**src/fsel_pkg.sv**
```systemverilog
// Constants shared by the fixed setpoint selector and its tick divider.
// Frequencies are held in units of 0.01 Hz; APB data is 32 bits wide.
package fsel_pkg;

  localparam int ADDR_W = 8;
  localparam int FREQ_W = 16;
  localparam int NUM_SP = 8;

  // Register byte offsets
  localparam logic [7:0] OFS_SP0 = 8'h00;
  localparam logic [7:0] OFS_MAX = 8'h20;
  localparam logic [7:0] OFS_SRC = 8'h24;
  localparam logic [7:0] OFS_ASSIGN = 8'h28;
  localparam logic [7:0] OFS_ACCEL = 8'h2C;
  localparam logic [7:0] OFS_DECEL = 8'h30;
  localparam logic [7:0] OFS_STATUS = 8'h34;

  // Status register field positions
  localparam int STS_IDX_LSB = 0;
  localparam int STS_FIXED_BIT = 3;
  localparam int STS_FREQ_LSB = 16;

  // Reset values (5.00 Hz .. 50.00 Hz)
  localparam logic [NUM_SP-1:0][FREQ_W-1:0] SP_RST = {
    16'h1388, 16'h0FA0, 16'h0BB8, 16'h09C4,
    16'h07D0, 16'h05DC, 16'h03E8, 16'h01F4};
  localparam logic [15:0] MAX_RST = 16'h1388;
  localparam logic [7:0] SRC_RST = 8'h01;
  localparam logic [2:0] ASSIGN_RST = 3'h0;
  localparam logic [15:0] ACCEL_RST = 16'h001E;
  localparam logic [15:0] DECEL_RST = 16'h001E;

  // Select input positions on the digital input bus (bit 0 = first input)
  localparam int SEL_A_BIT = 2;
  localparam int SEL_B_BIT = 3;
  localparam logic [2:0] ASSIGN_MAX = 3'h6;

  // Timing: ramp tick every 10 us, ramp time unit 0.1 s
  localparam int CLK_NS = 10;
  localparam int TICK_NS = 10000;
  localparam int TICK_CYCLES = TICK_NS / CLK_NS;
  localparam int RAMP_UNIT_MS = 100;
  localparam int TICKS_PER_UNIT = (RAMP_UNIT_MS * 1000000) / TICK_NS;

endpackage

```
**src/fsel_tick.sv**
```systemverilog
// Free-running divider giving a one-cycle enable every COUNT clocks.
// Assumes a single clock with synchronous active-high reset.
`timescale 1ns/100ps
`default_nettype none
module fsel_tick #(
  parameter int COUNT = 1000
) (
  input wire logic CLK,
  input wire logic RST,
  output logic TICK
);
  logic [15:0] cnt_r;
  wire logic last = (cnt_r == 16'(COUNT - 1));

  always_ff @(posedge CLK) begin
    if (RST) begin
      cnt_r <= 16'h0000;
      TICK <= 1'b0;
    end else begin
      cnt_r <= last ? 16'h0000 : cnt_r + 16'h0001;
      TICK <= last;
    end
  end
endmodule
`default_nettype wire

```
**src/fsel_top.sv**
```systemverilog
// Fixed frequency setpoint selector with ramped frequency reference.
// Assumes APB master on CLK, digital inputs synchronous to CLK.
//
// What this block does
// - Setpoints range from zero to the maximum frequency; a write above it stores the maximum.
// - Setpoint zero applies only when the source selection setting is zero.
// - First select input alone selects setpoint one.
// - Second select input alone selects setpoint two.
// - First and second select inputs together select setpoint three.
// - Setpoints four to seven need the third select input assigned to a pin.
// - Second and third select inputs select setpoint six.
// - All three select inputs select setpoint seven.
// - A selected fixed setpoint overrides any other reference source.
// - Changes between setpoints follow the acceleration and deceleration ramps.
// - Setpoints stay writable while running and take effect at once.
//
// The APB register port and the register addresses were decided locally.
`timescale 1ns/100ps
`default_nettype none
module fsel_top (
  input wire logic CLK,
  input wire logic RST,
  input wire logic PSEL,
  input wire logic PENABLE,
  input wire logic PWRITE,
  input wire logic [7:0] PADDR,
  input wire logic [31:0] PWDATA,
  output logic [31:0] PRDATA,
  output logic PREADY,
  output logic PSLVERR,
  input wire logic [5:0] DIGITAL_IN,
  input wire logic [15:0] OTHER_REF,
  output logic [15:0] FREQ_REF,
  output logic [15:0] TARGET_FREQ,
  output logic [2:0] SETPOINT_INDEX,
  output logic FIXED_ACTIVE
);

  // Configuration registers
  logic [15:0] sp_r [0:7];
  logic [15:0] max_r;
  logic [7:0] src_r;
  logic [2:0] assign_r;
  logic [15:0] accel_r;
  logic [15:0] decel_r;
  logic [31:0] acc_r;
  logic pready_r;

  // APB decode
  wire logic setup = PSEL && !PENABLE;
  wire logic wr_en = PSEL && PENABLE && PREADY && PWRITE;
  wire logic hit_sp = (PADDR < fsel_pkg::OFS_MAX) && (PADDR[1:0] == 2'b00);
  wire logic [2:0] sp_idx = PADDR[4:2];
  wire logic hit_max = (PADDR == fsel_pkg::OFS_MAX);
  wire logic hit_src = (PADDR == fsel_pkg::OFS_SRC);
  wire logic hit_asg = (PADDR == fsel_pkg::OFS_ASSIGN);
  wire logic hit_acc = (PADDR == fsel_pkg::OFS_ACCEL);
  wire logic hit_dec = (PADDR == fsel_pkg::OFS_DECEL);
  wire logic hit_sts = (PADDR == fsel_pkg::OFS_STATUS);
  wire logic mapped = hit_sp || hit_max || hit_src || hit_asg || hit_acc || hit_dec || hit_sts;
  wire logic wr_bad = PWRITE && hit_sts;
  // Writes are clamped so a written setpoint never exceeds the maximum at the time of the write
  wire logic [15:0] wr_clamped = (PWDATA[15:0] > max_r) ? max_r : PWDATA[15:0];

  wire logic [31:0] status_word = {FREQ_REF, 12'h000, FIXED_ACTIVE, SETPOINT_INDEX};
  wire logic [31:0] rd_mux =
    hit_sp ? {16'h0000, sp_r[sp_idx]} :
    hit_max ? {16'h0000, max_r} :
    hit_src ? {24'h000000, src_r} :
    hit_asg ? {29'h00000000, assign_r} :
    hit_acc ? {16'h0000, accel_r} :
    hit_dec ? {16'h0000, decel_r} :
    hit_sts ? status_word : 32'h00000000;

  // Setpoint selection
  wire logic sel_a = DIGITAL_IN[fsel_pkg::SEL_A_BIT];
  wire logic sel_b = DIGITAL_IN[fsel_pkg::SEL_B_BIT];
  // Third input exists only when its assignment names a real pin
  wire logic third_ok = (assign_r != 3'h0) && (assign_r <= fsel_pkg::ASSIGN_MAX);
  wire logic [2:0] third_pin = assign_r - 3'h1;
  // Padded to eight so an unassigned code never indexes past the pins
  wire logic [7:0] pins_ext = {2'b00, DIGITAL_IN};
  wire logic sel_c = third_ok && pins_ext[third_pin];
  wire logic [2:0] idx_nxt = {sel_c, sel_b, sel_a};
  wire logic fixed_nxt = (idx_nxt != 3'h0) || (src_r == 8'h00);
  // Clamp again on use: lowering the maximum must also limit older setpoints
  wire logic [15:0] sp_raw = sp_r[idx_nxt];
  wire logic [15:0] sp_sel = (sp_raw > max_r) ? max_r : sp_raw;
  wire logic [15:0] other_c = (OTHER_REF > max_r) ? max_r : OTHER_REF;
  wire logic [15:0] target_nxt = fixed_nxt ? sp_sel : other_c;

  // Ramp generator
  logic tick;
  wire logic ramp_up = FREQ_REF < TARGET_FREQ;
  wire logic ramp_dn = FREQ_REF > TARGET_FREQ;
  wire logic [15:0] rtime = ramp_up ? accel_r : decel_r;
  wire logic [31:0] thr = 32'(rtime) * 32'(fsel_pkg::TICKS_PER_UNIT);
  wire logic [31:0] acc_sum = acc_r + 32'(max_r);
  wire logic step = acc_sum >= thr;
  wire logic [31:0] acc_left = acc_sum - thr;
  // A huge maximum against a short ramp saturates at one step per tick
  wire logic [31:0] acc_keep = (acc_left >= thr) ? 32'h00000000 : acc_left;
  wire logic moving = ramp_up || ramp_dn;
  wire logic [15:0] freq_step = ramp_up ? FREQ_REF + 16'h0001 : FREQ_REF - 16'h0001;
  wire logic [15:0] freq_nxt =
    !(tick && moving) ? FREQ_REF :
    (rtime == 16'h0000) ? TARGET_FREQ :
    step ? freq_step : FREQ_REF;
  wire logic [31:0] acc_nxt =
    !moving ? 32'h00000000 :
    !tick ? acc_r :
    (rtime == 16'h0000) ? 32'h00000000 :
    step ? acc_keep : acc_sum;

  fsel_tick #(
    .COUNT(fsel_pkg::TICK_CYCLES)
  ) i_fsel_tick (
    .CLK(CLK),
    .RST(RST),
    .TICK(tick)
  );

  // APB handshake: one wait-free access phase
  always_ff @(posedge CLK) begin
    if (RST) begin
      pready_r <= 1'b0;
      PRDATA <= 32'h00000000;
      PSLVERR <= 1'b0;
    end else begin
      pready_r <= setup;
      if (setup) begin
        PRDATA <= PWRITE ? 32'h00000000 : rd_mux;
        PSLVERR <= !mapped || wr_bad;
      end
    end
  end
  assign PREADY = pready_r;

  // Setpoints are written at any time, running or not
  always_ff @(posedge CLK) begin
    for (int i = 0; i < fsel_pkg::NUM_SP; i++) begin
      if (RST) begin
        sp_r[i] <= fsel_pkg::SP_RST[i];
      end else if (wr_en && hit_sp && (sp_idx == 3'(i))) begin
        sp_r[i] <= wr_clamped;
      end
    end
  end

  always_ff @(posedge CLK) begin
    if (RST) begin
      max_r <= fsel_pkg::MAX_RST;
      src_r <= fsel_pkg::SRC_RST;
      assign_r <= fsel_pkg::ASSIGN_RST;
      accel_r <= fsel_pkg::ACCEL_RST;
      decel_r <= fsel_pkg::DECEL_RST;
    end else if (wr_en) begin
      if (hit_max) max_r <= PWDATA[15:0];
      if (hit_src) src_r <= PWDATA[7:0];
      if (hit_asg) assign_r <= PWDATA[2:0];
      if (hit_acc) accel_r <= PWDATA[15:0];
      if (hit_dec) decel_r <= PWDATA[15:0];
    end
  end

  always_ff @(posedge CLK) begin
    if (RST) begin
      SETPOINT_INDEX <= 3'h0;
      FIXED_ACTIVE <= 1'b0;
      TARGET_FREQ <= 16'h0000;
      FREQ_REF <= 16'h0000;
      acc_r <= 32'h00000000;
    end else begin
      SETPOINT_INDEX <= idx_nxt;
      FIXED_ACTIVE <= fixed_nxt;
      TARGET_FREQ <= target_nxt;
      FREQ_REF <= freq_nxt;
      acc_r <= acc_nxt;
    end
  end
endmodule
`default_nettype wire

```
**config.mk**
```make
export PLATFORM = sky130hd
export DESIGN_NAME = fsel_top
export DESIGN_NICKNAME = d
export VERILOG_FILES = /design/src/fsel_pkg.sv /design/src/fsel_tick.sv /design/src/fsel_top.sv
export SDC_FILE = /design/constraint.sdc
export NUM_CORES = 1
export LEC_CHECK = 0
export BUFFER_PORTS_ARGS = -buffer_cell sky130_fd_sc_hd__buf_2
export CORE_ASPECT_RATIO = 1.2
export CORE_MARGIN = 2
export CORE_UTILIZATION = 40
export CTS_CLUSTER_DIAMETER = 150
export DETAILED_ROUTE_END_ITERATION = 6
export SYNTH_ARGS = -nofsm -noshare
export SYNTH_HDL_FRONTEND = slang
export SYNTH_SLANG_ARGS = --single-unit
```
**constraint.sdc**
```tcl
create_clock -name CLK -period 11.8 [get_ports CLK]
set_input_delay 0.59 -clock CLK [delete_from_list [all_inputs] [get_ports CLK]]
set_output_delay 0.59 -clock CLK [all_outputs]
set_load 0.05 [all_outputs]
```
# Word level (Yosys, flattened, before mapping)
# Memory sizes are Yosys's and may differ from the RTL's.
# Index checks and enable logic that the tools add are counted.
# word_totals
output_inout_bits	70
ram_bits	128
mem_count	1
ff_bits	178
# mem_list
name	depth	width	read_ports	rd_clocked_by_memory_dff	wr	line_no	rtl
sp_r	8	16	2	0	8	fsel_top.sv:40	logic [15:0] sp_r [0:7];
# classes
eq_ne	14
addsub	6
magnitude_cmp	10
mux	55
reduce_logical	44
n_mul	1
bitwise	9
# op_table
op	count
32-bit two-way mux	11
16-bit two-way mux	16
32-bit by 30-bit greater-or-equal comparator with 1-bit output	2
16-bit greater-than comparator	4
8-bit by 6-bit equality test with 1-bit output (second input constant)	6
16-bit by 1-bit adder with 16-bit output (second input constant)	2
32-bit by 16-bit adder with 32-bit output	1
32-bit by 30-bit subtractor with 32-bit output	1
1-bit two-way mux	27
16-bit by 10-bit multiplier with 26-bit output (second input constant)	1
1-bit logical AND	18
16-bit by 10-bit equality test with 1-bit output (second input constant)	1
16-bit zero test	1
16-bit less-than comparator	1
16-bit by 1-bit subtractor with 16-bit output (second input constant)	1
3-bit equality test (second input constant)	4
2-bit AND reduction	6
1-bit logical OR	9
8-bit zero test	1
8-bit by 6-bit less-than comparator with 1-bit output (second input constant)	1
1-bit bitwise OR	8
3-bit by 2-bit equality test with 1-bit output (second input constant)	2
3-bit nonzero test	2
3-bit by 4-bit less-than comparator with 1-bit output (second input constant)	1
10 further kinds	12

# Longest topological paths before layout
# Gate-level depths: netlist (run 1).
# depth
depth_word	10
depth_mapped	45
ltp_nobuf	43

# Hierarchy
# Synthesis (run 1) repeated with hierarchy kept, for this count alone.
# hier_totals
cells_unflattened	2294
area_unflattened_um2	22073.7
# modules_own_cells
module	area_each_um2	cells_each	instances	seq_area_each_um2
fsel_top	21315.4	2207	1	7066.8
fsel_tick	758.2	87	1	340.3

# Worst setup path before layout (run 1)
# Ideal clock, no wire load.
# synth_timing
path_kind	reg2reg
startpoint	register TARGET_FREQ[14]
endpoint	register acc_r[22]
t_arrival_ns	10.687
required_time_ns	11.741
period_less_slack_ns	10.746
setup_slack_ns	1.054
stages_incl_launch_ff	43
cell_sequence	dfxtp_1 -> inv_1 -> ha_1 -> nand3_1 -> nor3_1 -> nand2_1 -> o221ai_4 -> clkbuf_1 -> clkbuf_1 -> mux2i_1 -> inv_1 -> fa_1 -> ha_1 -> inv_1 -> fa_1 -> inv_1 -> ha_1 -> fa_1 -> (+7 left out) -> xor2_1 -> ha_1 -> and2_1 -> o21a_1 -> a221oi_1 -> o21ai_0 -> nor2b_1 -> xnor2_1 -> ha_1 -> a21o_1 -> a21o_1 -> a21o_1 -> a2111oi_0 -> and3b_1 -> o211ai_1 -> a311oi_4 -> buf_6 -> a221o_1
# synth_between
elab_chain_len	8
# synth_lines
item	line_no	rtl
start: declaration	fsel_top.sv:34	output logic [15:0] TARGET_FREQ,
start signal: assignment	fsel_top.sv:176	TARGET_FREQ <= target_nxt;
16-bit less-than comparator	fsel_top.sv:94	wire logic ramp_up = FREQ_REF < TARGET_FREQ;
16-bit two-way mux	fsel_top.sv:96	wire logic [15:0] rtime = ramp_up ? accel_r : decel_r;
16-bit by 10-bit multiplier with 26-bit output	fsel_top.sv:97	wire logic [31:0] thr = 32'(rtime) * 32'(fsel_pkg::TICKS_PER_UNIT);
32-bit by 30-bit subtractor with 32-bit output	fsel_top.sv:100	wire logic [31:0] acc_left = acc_sum - thr;
32-bit by 30-bit greater-or-equal comparator with 1-bit output	fsel_top.sv:102	wire logic [31:0] acc_keep = (acc_left >= thr) ? 32'h00000000 : acc_left;
32-bit two-way mux	fsel_top.sv:102	
32-bit two-way mux	fsel_top.sv:113	step ? acc_keep : acc_sum;
32-bit two-way mux	fsel_top.sv:112	(rtime == 16'h0000) ? 32'h00000000 :
end signal: assignment	fsel_top.sv:178	acc_r <= acc_nxt;
end: declaration	fsel_top.sv:46	logic [31:0] acc_r;
# Parallel ways exist; a longest one is shown, timed or not.
# A chain may end at the register's enable or synchronous reset.

# Worst setup path after layout (run 1)
# layout_timing
startpoint	register FREQ_REF[14]
endpoint	register acc_r[11]
# layout_between
elab_chain_len	8
# layout_lines
item	line_no	rtl
start: declaration	fsel_top.sv:33	output logic [15:0] FREQ_REF,
start signal: assignment	fsel_top.sv:177	FREQ_REF <= freq_nxt;
16-bit less-than comparator	fsel_top.sv:94	
16-bit two-way mux	fsel_top.sv:96	
16-bit by 10-bit multiplier with 26-bit output	fsel_top.sv:97	
32-bit by 30-bit subtractor with 32-bit output	fsel_top.sv:100	
32-bit by 30-bit greater-or-equal comparator with 1-bit output	fsel_top.sv:102	
32-bit two-way mux	fsel_top.sv:102	
32-bit two-way mux	fsel_top.sv:113	
32-bit two-way mux	fsel_top.sv:112	
# Parallel ways exist; a longest one is shown, timed or not.

==> summary.md, run 1 <==
| Metric | Value |
|---|---|
| Status | completed |
| First-pass GRT wire length | 102900 um |
| Power share of the sequential group | 45.9% |
| Remaining global-route overflow | 0 |
| Gate power share | 9.7% |
| Post-Syn Nets | 2612 |
| Slowest CP cell | fa_1 |
| Avg Synthesized Cell Area | 9.565 um2 |
| Worst Tran Pin Value | 1277 ps |
| Post-Route WL | 67460 um |
| Setup TNS | 0 ps |
| ANT nets after route | 0 |
| Worst R2R Path Depth | 42 |
| Iteration-0 DRC Markers | 1449 |
| Die H | 260.0 um |
| Clock power frac | 44.4% |
| Sequential fraction of the synthesis area | 33.92% |
| Full die area | 56490 um2 |
| CP startpoint kind | flip-flop |
| Root buf cell | clkbuf_16 |
| Primary FF master, synth | dfxtp_1 |
| Residual DRC | 0 |
| Post-cts sizing count | 0 |
| Placement Rows | 93 |
| Commonest non-fill, non-tap cell in the layout | nand2_1 |
| Hold depth | 3 |
| FF+latch count, synth | 306 |
| # hold bufs at CTS | 0 |
| WP data required | 12290 ps |
| Max Root-Sink Buffers | 3 |
| RSZ-0062 raised after global routing | false |
| Leak | 0.01064 uW |
| DR pass1 iterations | 5 |
| Post-DP Area | 23210 um2 |
| Commonest non-fill, non-tap cells in the layout | 259 x nand2_1, 228 x ha_1, 211 x nor2_1 |
| Via/cell ratio | 5.756 |
| Nature of the critical path endpoint | flip-flop |
| # clock sinks | 306 |
| Final worst-path cycle share | 91.10% |
| Clk_lat worst skew | 570 ps |
| P_int | 1814 uW |
| Max-slew violations | 0 |
| Fin Clk Skew | 28.66 ps |
| Crit path max fanout | 24 |
| Post-CTS setup buffer count | 0 |
| Slew headroom | 14.84% |
| Clock Pin Slew Worst Setup and Hold Paths | 60 ps |
| Max Freq | 0.09303 GHz |
| Top cell by count, worst path | ha_1 |
| Final Hold Fails | 0 |
| Max Cap Viol | 0 |
| WP buf/inv | 5 |
| Initial antenna violation count | 7 |
| Num ports | 137 |
| Largest net degree at the start of global routing | 71 |
| Syn Std Cell Area | 21840 um2 |
| Routability cong. | 0.9253 |
| Via count | 17960 |
| P&R area growth vs syn | 11.51% |
| Largest stage delay, worst path | 530 ps |
| Cell family with most CP delay | compound AO/OA/AOI/OAI gates |
| Cell area after layout | 24350 um2 |
| Type of the most critical hold path | in2reg |
| # setup viols final | 0 |
| Vias in the first global route | 17720 |
| Port Buf Inserts | 120 |
| Gr usage total | 23.67% |
| Final nets | 2710 |
| Net switching power | 651.5 uW |
| Library cells used by synthesis | 83 |
| Worst VDD drop | 0.09156 mV |
| TritonCTS clock tree | done |
| TritonCTS Buffers | 36 |
| Worst path depth | 42 |
| Chip Width | 217.3 um |
| Post-Syn Instances | 2283 |
| Core ar. | 53880 um2 |
| Layout cells sized above 1 | 13.29% |
| PD cells | 101.3 nW/um2 |
| Synth warn | 0 |
| Max H-tree Level | 2 |
| Worst EP arrival | 11240 ps |
| Sw Ratio | 26.42% |
| Routed length per instance | 21.62 um |
| EDFF count, synth | 128 |
| Post-synth ARST share | 0% |
| Initial Util | 40.53% |
| Period minus WS final | 10750 ps |
| HPWL Detailed | 50670 um |
| Setup Crit Path Kind | reg2reg |
[kinds of logic after synthesis]
group                    after synthesis  share of synthesized area (%)
AND/OR/NAND/NOR                      700                          14.40
AO/OA/AOI/OAI                        491                          15.61
flip-flops                           306                          33.92
buffers and inverters                264                          4.744
adder cells (fa/ha/maj)              262                          16.18
multiplexers                         157                          11.01
XOR/XNOR                             103                          4.131
[routing by layer]
layer	vias to the layer above	track usage, %	part of all wire [%]
li1	8447	-	-
met1	8690	29.12	41
met2	657	40.95	49
met3	156	4.538	6.9
met4	10	8.999	3.7
met5	-	0	0.10
[stage by stage]
stage               worst slack, ps  total power, uW  util, %  instances  hold WS [ps]
finish                         1050             2466    45.20       3120         327.5
global placement               1240             1387    43.08       3055         428.4
detailed placement             1064             1392    43.08       3055         461.1
global route                  283.8             2537    45.20       3120         326.5
CTS                            1014             2476    45.19       3119         301.8
floorplan                      1054             1307        -       2283         417.5
[synth_stat cells (33+ instances only)]
library cell / number / area [um2]
nor2_1: 211 / 792.0
a21o_1: 45 / 337.8
inv_1: 172 / 645.6
a21oi_1: 151 / 755.7
ha_1: 228 / 2853
mux2i_1: 79 / 790.8
nand3_1: 46 / 230.2
a22oi_1: 45 / 337.8
clkbuf_1: 63 / 236.5
xor2_1: 53 / 464.2
o21ai_0: 87 / 435.4
edfxtp_1: 128 / 3844
a221o_1: 33 / 330.3
nand2_1: 259 / 972.2
mux4_2: 65 / 1464
fa_1: 34 / 680.7
xnor2_1: 50 / 437.9
dfxtp_1: 178 / 3563
[layout make-up]
| class | instances | area (um2) |
|---|---|---|
| Fill cell | 5151 | 29520 |
| Multi-Input combinational cell | 1713 | 13430 |
| Sequential cell | 306 | 7407 |
| Clock buffer | 48 | 987.2 |
| Tap cell | 712 | 890.9 |
| Timing Repair Buffer | 150 | 828.3 |
| Inverter | 174 | 653.1 |
| Clock inverter | 16 | 152.6 |
| Antenna cell | 1 | 2.502 |
[power by group through the flow]
stage	registers [uW]	clock network, uW	logic (uW)
floorplan	1170	0	134
global placement	1150	0	233
detailed placement	1160	0	237
CTS	1130	1110	237
global route	1130	1150	255
finish	1130	1090	239
[flip-flops by register name (all words and copies together), names as in the netlist]
register / count
TARGET_FREQ: 16
max_r: 16
sp_r: 128
accel_r: 16
FREQ_REF: 16
i_fsel_tick.TICK: 1
decel_r: 16
PSLVERR: 1
PREADY: 1
assign_r: 3
acc_r: 32
PRDATA: 32
FIXED_ACTIVE: 1
SETPOINT_INDEX: 3
i_fsel_tick.cnt_r: 16
src_r: 8
[final timing paths]
path	startpoint	to	slack, ps
worst max-delay path	FREQ_REF[14]	acc_r[11]	1050
worst min-delay path	PWDATA[14]	max_r[14]	330
worst max register to register	FREQ_REF[14]	acc_r[11]	1050
worst min register to register	i_fsel_tick.cnt_r[0]	i_fsel_tick.cnt_r[0]	470
[worst reg2reg max path: cells and delay by family (launching register included)]
kind                     cells  cell delay (ps)
AND/OR/NAND/NOR              7             1120
AO/OA/AOI/OAI               17             3940
adder cells (fa/ha/maj)      9             3220
flip-flops                   1              370
buffers and inverters        5             1000
XOR/XNOR                     3              590
multiplexers                 1              440
(Power assumes the default switching activity.)
==> inputs of run 2 (changes only) <==
--- a/config.mk
+++ b/config.mk
@@ -11,6 +11,7 @@
 export CORE_UTILIZATION = 40
 export CTS_CLUSTER_DIAMETER = 150
 export DETAILED_ROUTE_END_ITERATION = 6
+export RECOVER_POWER = 50
 export SYNTH_ARGS = -nofsm -noshare
 export SYNTH_HDL_FRONTEND = slang
 export SYNTH_SLANG_ARGS = --single-unit
==> summary.md, run 2 (synthesis results as in run 1) <==
| Metric | Value |
|---|---|
| Post-cts sizing count | 0 (unchanged) |
| Commonest non-fill, non-tap cells in the layout | 259 x nand2_1, 228 x ha_1, 211 x nor2_1 |
| Final worst slack | 1068 ps (+18.06 ps) |
| # setup viols final | 0 (unchanged) |
| Nature of the critical path endpoint | flip-flop |
| Leak | 0.01032 uW (-3.1%) |
| TritonCTS clock tree | done |
| Root buf cell | clkbuf_16 |
| Layout cells sized above 1 | 9.888% (-3.4 points) |
| Max Freq | 0.09318 GHz (+0.17%) |
| Slew headroom | -128.1% (-140 points) |
| Fin cells | 3120 (unchanged) |
| Final nets | 2710 (unchanged) |
| Setup TNS | 0 ps (unchanged) |
| Via count | 17930 (-0.16%) |
| # hold bufs at CTS | 0 (unchanged) |
| Largest net degree at the start of global routing | 71 (unchanged) |
| Fin Clk Skew | 27.65 ps (-1.004 ps) |
| Worst Tran Pin Value | 3421 ps (+2144 ps) |
| Initial Util | 40.53% (unchanged) |
| Final Hold Fails | 0 (unchanged) |
| Placed cell count | 3055 (unchanged) |
| Crit path max fanout | 24 (unchanged) |
| Port Buf Inserts | 120 (unchanged) |
| P&R area growth vs syn | 10.91% |
| Met3 wire len | 4473 um (-3.8%) |
| Worst EP arrival | 11220 ps (-20 ps) |
| Iteration-0 DRC Markers | 1408 (-2.8%) |
| Placement Rows | 93 (unchanged) |
| Chip Width | 217.3 um (unchanged) |
| PD cells | 101.7 nW/um2 (+0.47%) |
| First-pass GRT wire length | 102900 um (unchanged) |
| Max-slew violations | 238 (+238) |
| Fillers | 5202 (+0.99%) |
| Failing checks | max-capacitance violations, max-slew violations |
| Setup Crit Path Kind | reg2reg |
| Full die area | 56490 um2 (unchanged) |
| Remaining global-route overflow | 0 (unchanged) |
| Routability cong. | 0.9253 (unchanged) |
| Top cell by count, worst path | ha_1 |
| Final worst-path cycle share | 90.95% (-0.15 points) |
| Max Cap Viol | 7 (+7) |
| Status | finished, violations left |
| # clock sinks | 306 (unchanged) |
| Largest stage delay, worst path | 530 ps (about the same) |
| Initial antenna violation count | 7 (unchanged) |
| Routed length per instance | 21.63 um (about the same) |
| Cell family with most CP delay | compound AO/OA/AOI/OAI gates |
| Placement Setup Slack | 1064 ps (unchanged) |
| WP buf/inv | 5 (unchanged) |
| Regs by FF count | sp_r x128, PRDATA x32, acc_r x32 |
| Clk_lat worst skew | 570 ps (about the same) |
| WP data required | 12290 ps (about the same) |
| Metal2 WL | 32880 um (about the same) |
| Met1 Wirelength | 27690 um (+1.1%) |
| HPWL Detailed | 50670 um (unchanged) |
| Max H-tree Level | 2 (unchanged) |
| Period minus WS final | 10730 ps (-18.06 ps) |
| CP startpoint kind | flip-flop |
| DR pass1 iterations | 5 (unchanged) |
| Num ports | 137 (unchanged) |
| Gr usage total | 23.67% (unchanged) |
| Die H | 260.0 um (unchanged) |
| Max FFs per register | 128 (unchanged) |
| Power Total | 2464 uW (about the same) |
| Vias in the first global route | 17720 (unchanged) |
| Post-Route WL | 67490 um (about the same) |
| TritonCTS Buffers | 36 (unchanged) |
| Slowest CP cell | fa_1 |
| Type of the most critical hold path | in2reg |
| RSZ-0062 raised after global routing | false |
| Clock Pin Slew Worst Setup and Hold Paths | 60 ps (about the same) |
| Core ar. | 53880 um2 (unchanged) |
| Commonest non-fill, non-tap cell in the layout | nand2_1 |
| ANT nets after route | 0 (unchanged) |
| Via/cell ratio | 5.747 (-0.16%) |
| Post-CTS setup buffer count | 0 (unchanged) |
| Biggest register | sp_r |
| Max Root-Sink Buffers | 3 (unchanged) |
| Worst VDD drop | 0.09096 mV (-0.65%) |
| Residual DRC | 0 (unchanged) |
| Max Used Layer | met5 |
[run 2: cell types whose count changed in the layout (fill, tap and decap cells not counted), sizes merged]
cell    before  now
buf        150   71
clkbuf      48  127
[run 2: final timing paths]
| path | end | cells past startpoint | slack [ps] | start |
|---|---|---|---|---|
| worst max-delay path | acc_r[11] | 42 | 1070 | FREQ_REF[14] |
| worst min register to register | i_fsel_tick.cnt_r[0] | 1 | 470 | i_fsel_tick.cnt_r[0] |
| worst min-delay path | max_r[14] | 3 | 330 | PWDATA[14] |
| worst max register to register | acc_r[11] | 42 | 1070 | FREQ_REF[14] |
[run 2: final cells by class]
cell class | count | area, um2 | share of cell area [%]
diodes | 1 | 2.502 | 0.01033
clock buffers | 48 | 987.2 | 4.076
clock inverters | 16 | 152.6 | 0.6303
inverters | 174 | 653.1 | 2.697
multi-input cells | 1713 | 13420 | 55.40
flip-flops and latches | 306 | 7407 | 30.58
well taps | 712 | 890.9 | 3.678
repair buffers | 150 | 709.4 | 2.929
[run 2: layer usage]
metal,vias up,global-route usage [%]
li1,8451,-
met1,8727,29.12
met2,599,40.95
met3,144,4.538
met4,10,8.999
met5,-,0
[run 2: where the power goes]
part	switching, uW	total [uW]	internal [uW]
Clock	477	1090	617
Sequential	13.8	1130	1120
Combinational	160	236	75.9
Total	651	2460	1810
[run 2: worst reg2reg max path: cells and delay by family (launching register included)]
kind            cells  cell delay, ps
simple gates        7            1120
fa+ha+maj           9            3220
compound gates     17            3930
flops               1             370
mux                 1             440
xor+xnor            3             590
buf+inv             5            1000
[run 2: metrics by stage]
stage / cell area (um2) / util [%] / hold slack [ps]
finish: 24220 / 44.95 / 330.1
global route: 24220 / 44.95 / 326.5
CTS: 24350 / 45.19 / 301.8
detailed placement: 23210 / 43.08 / 461.1
global placement: 23210 / 43.08 / 428.4
floorplan: 21840 / - / 417.5
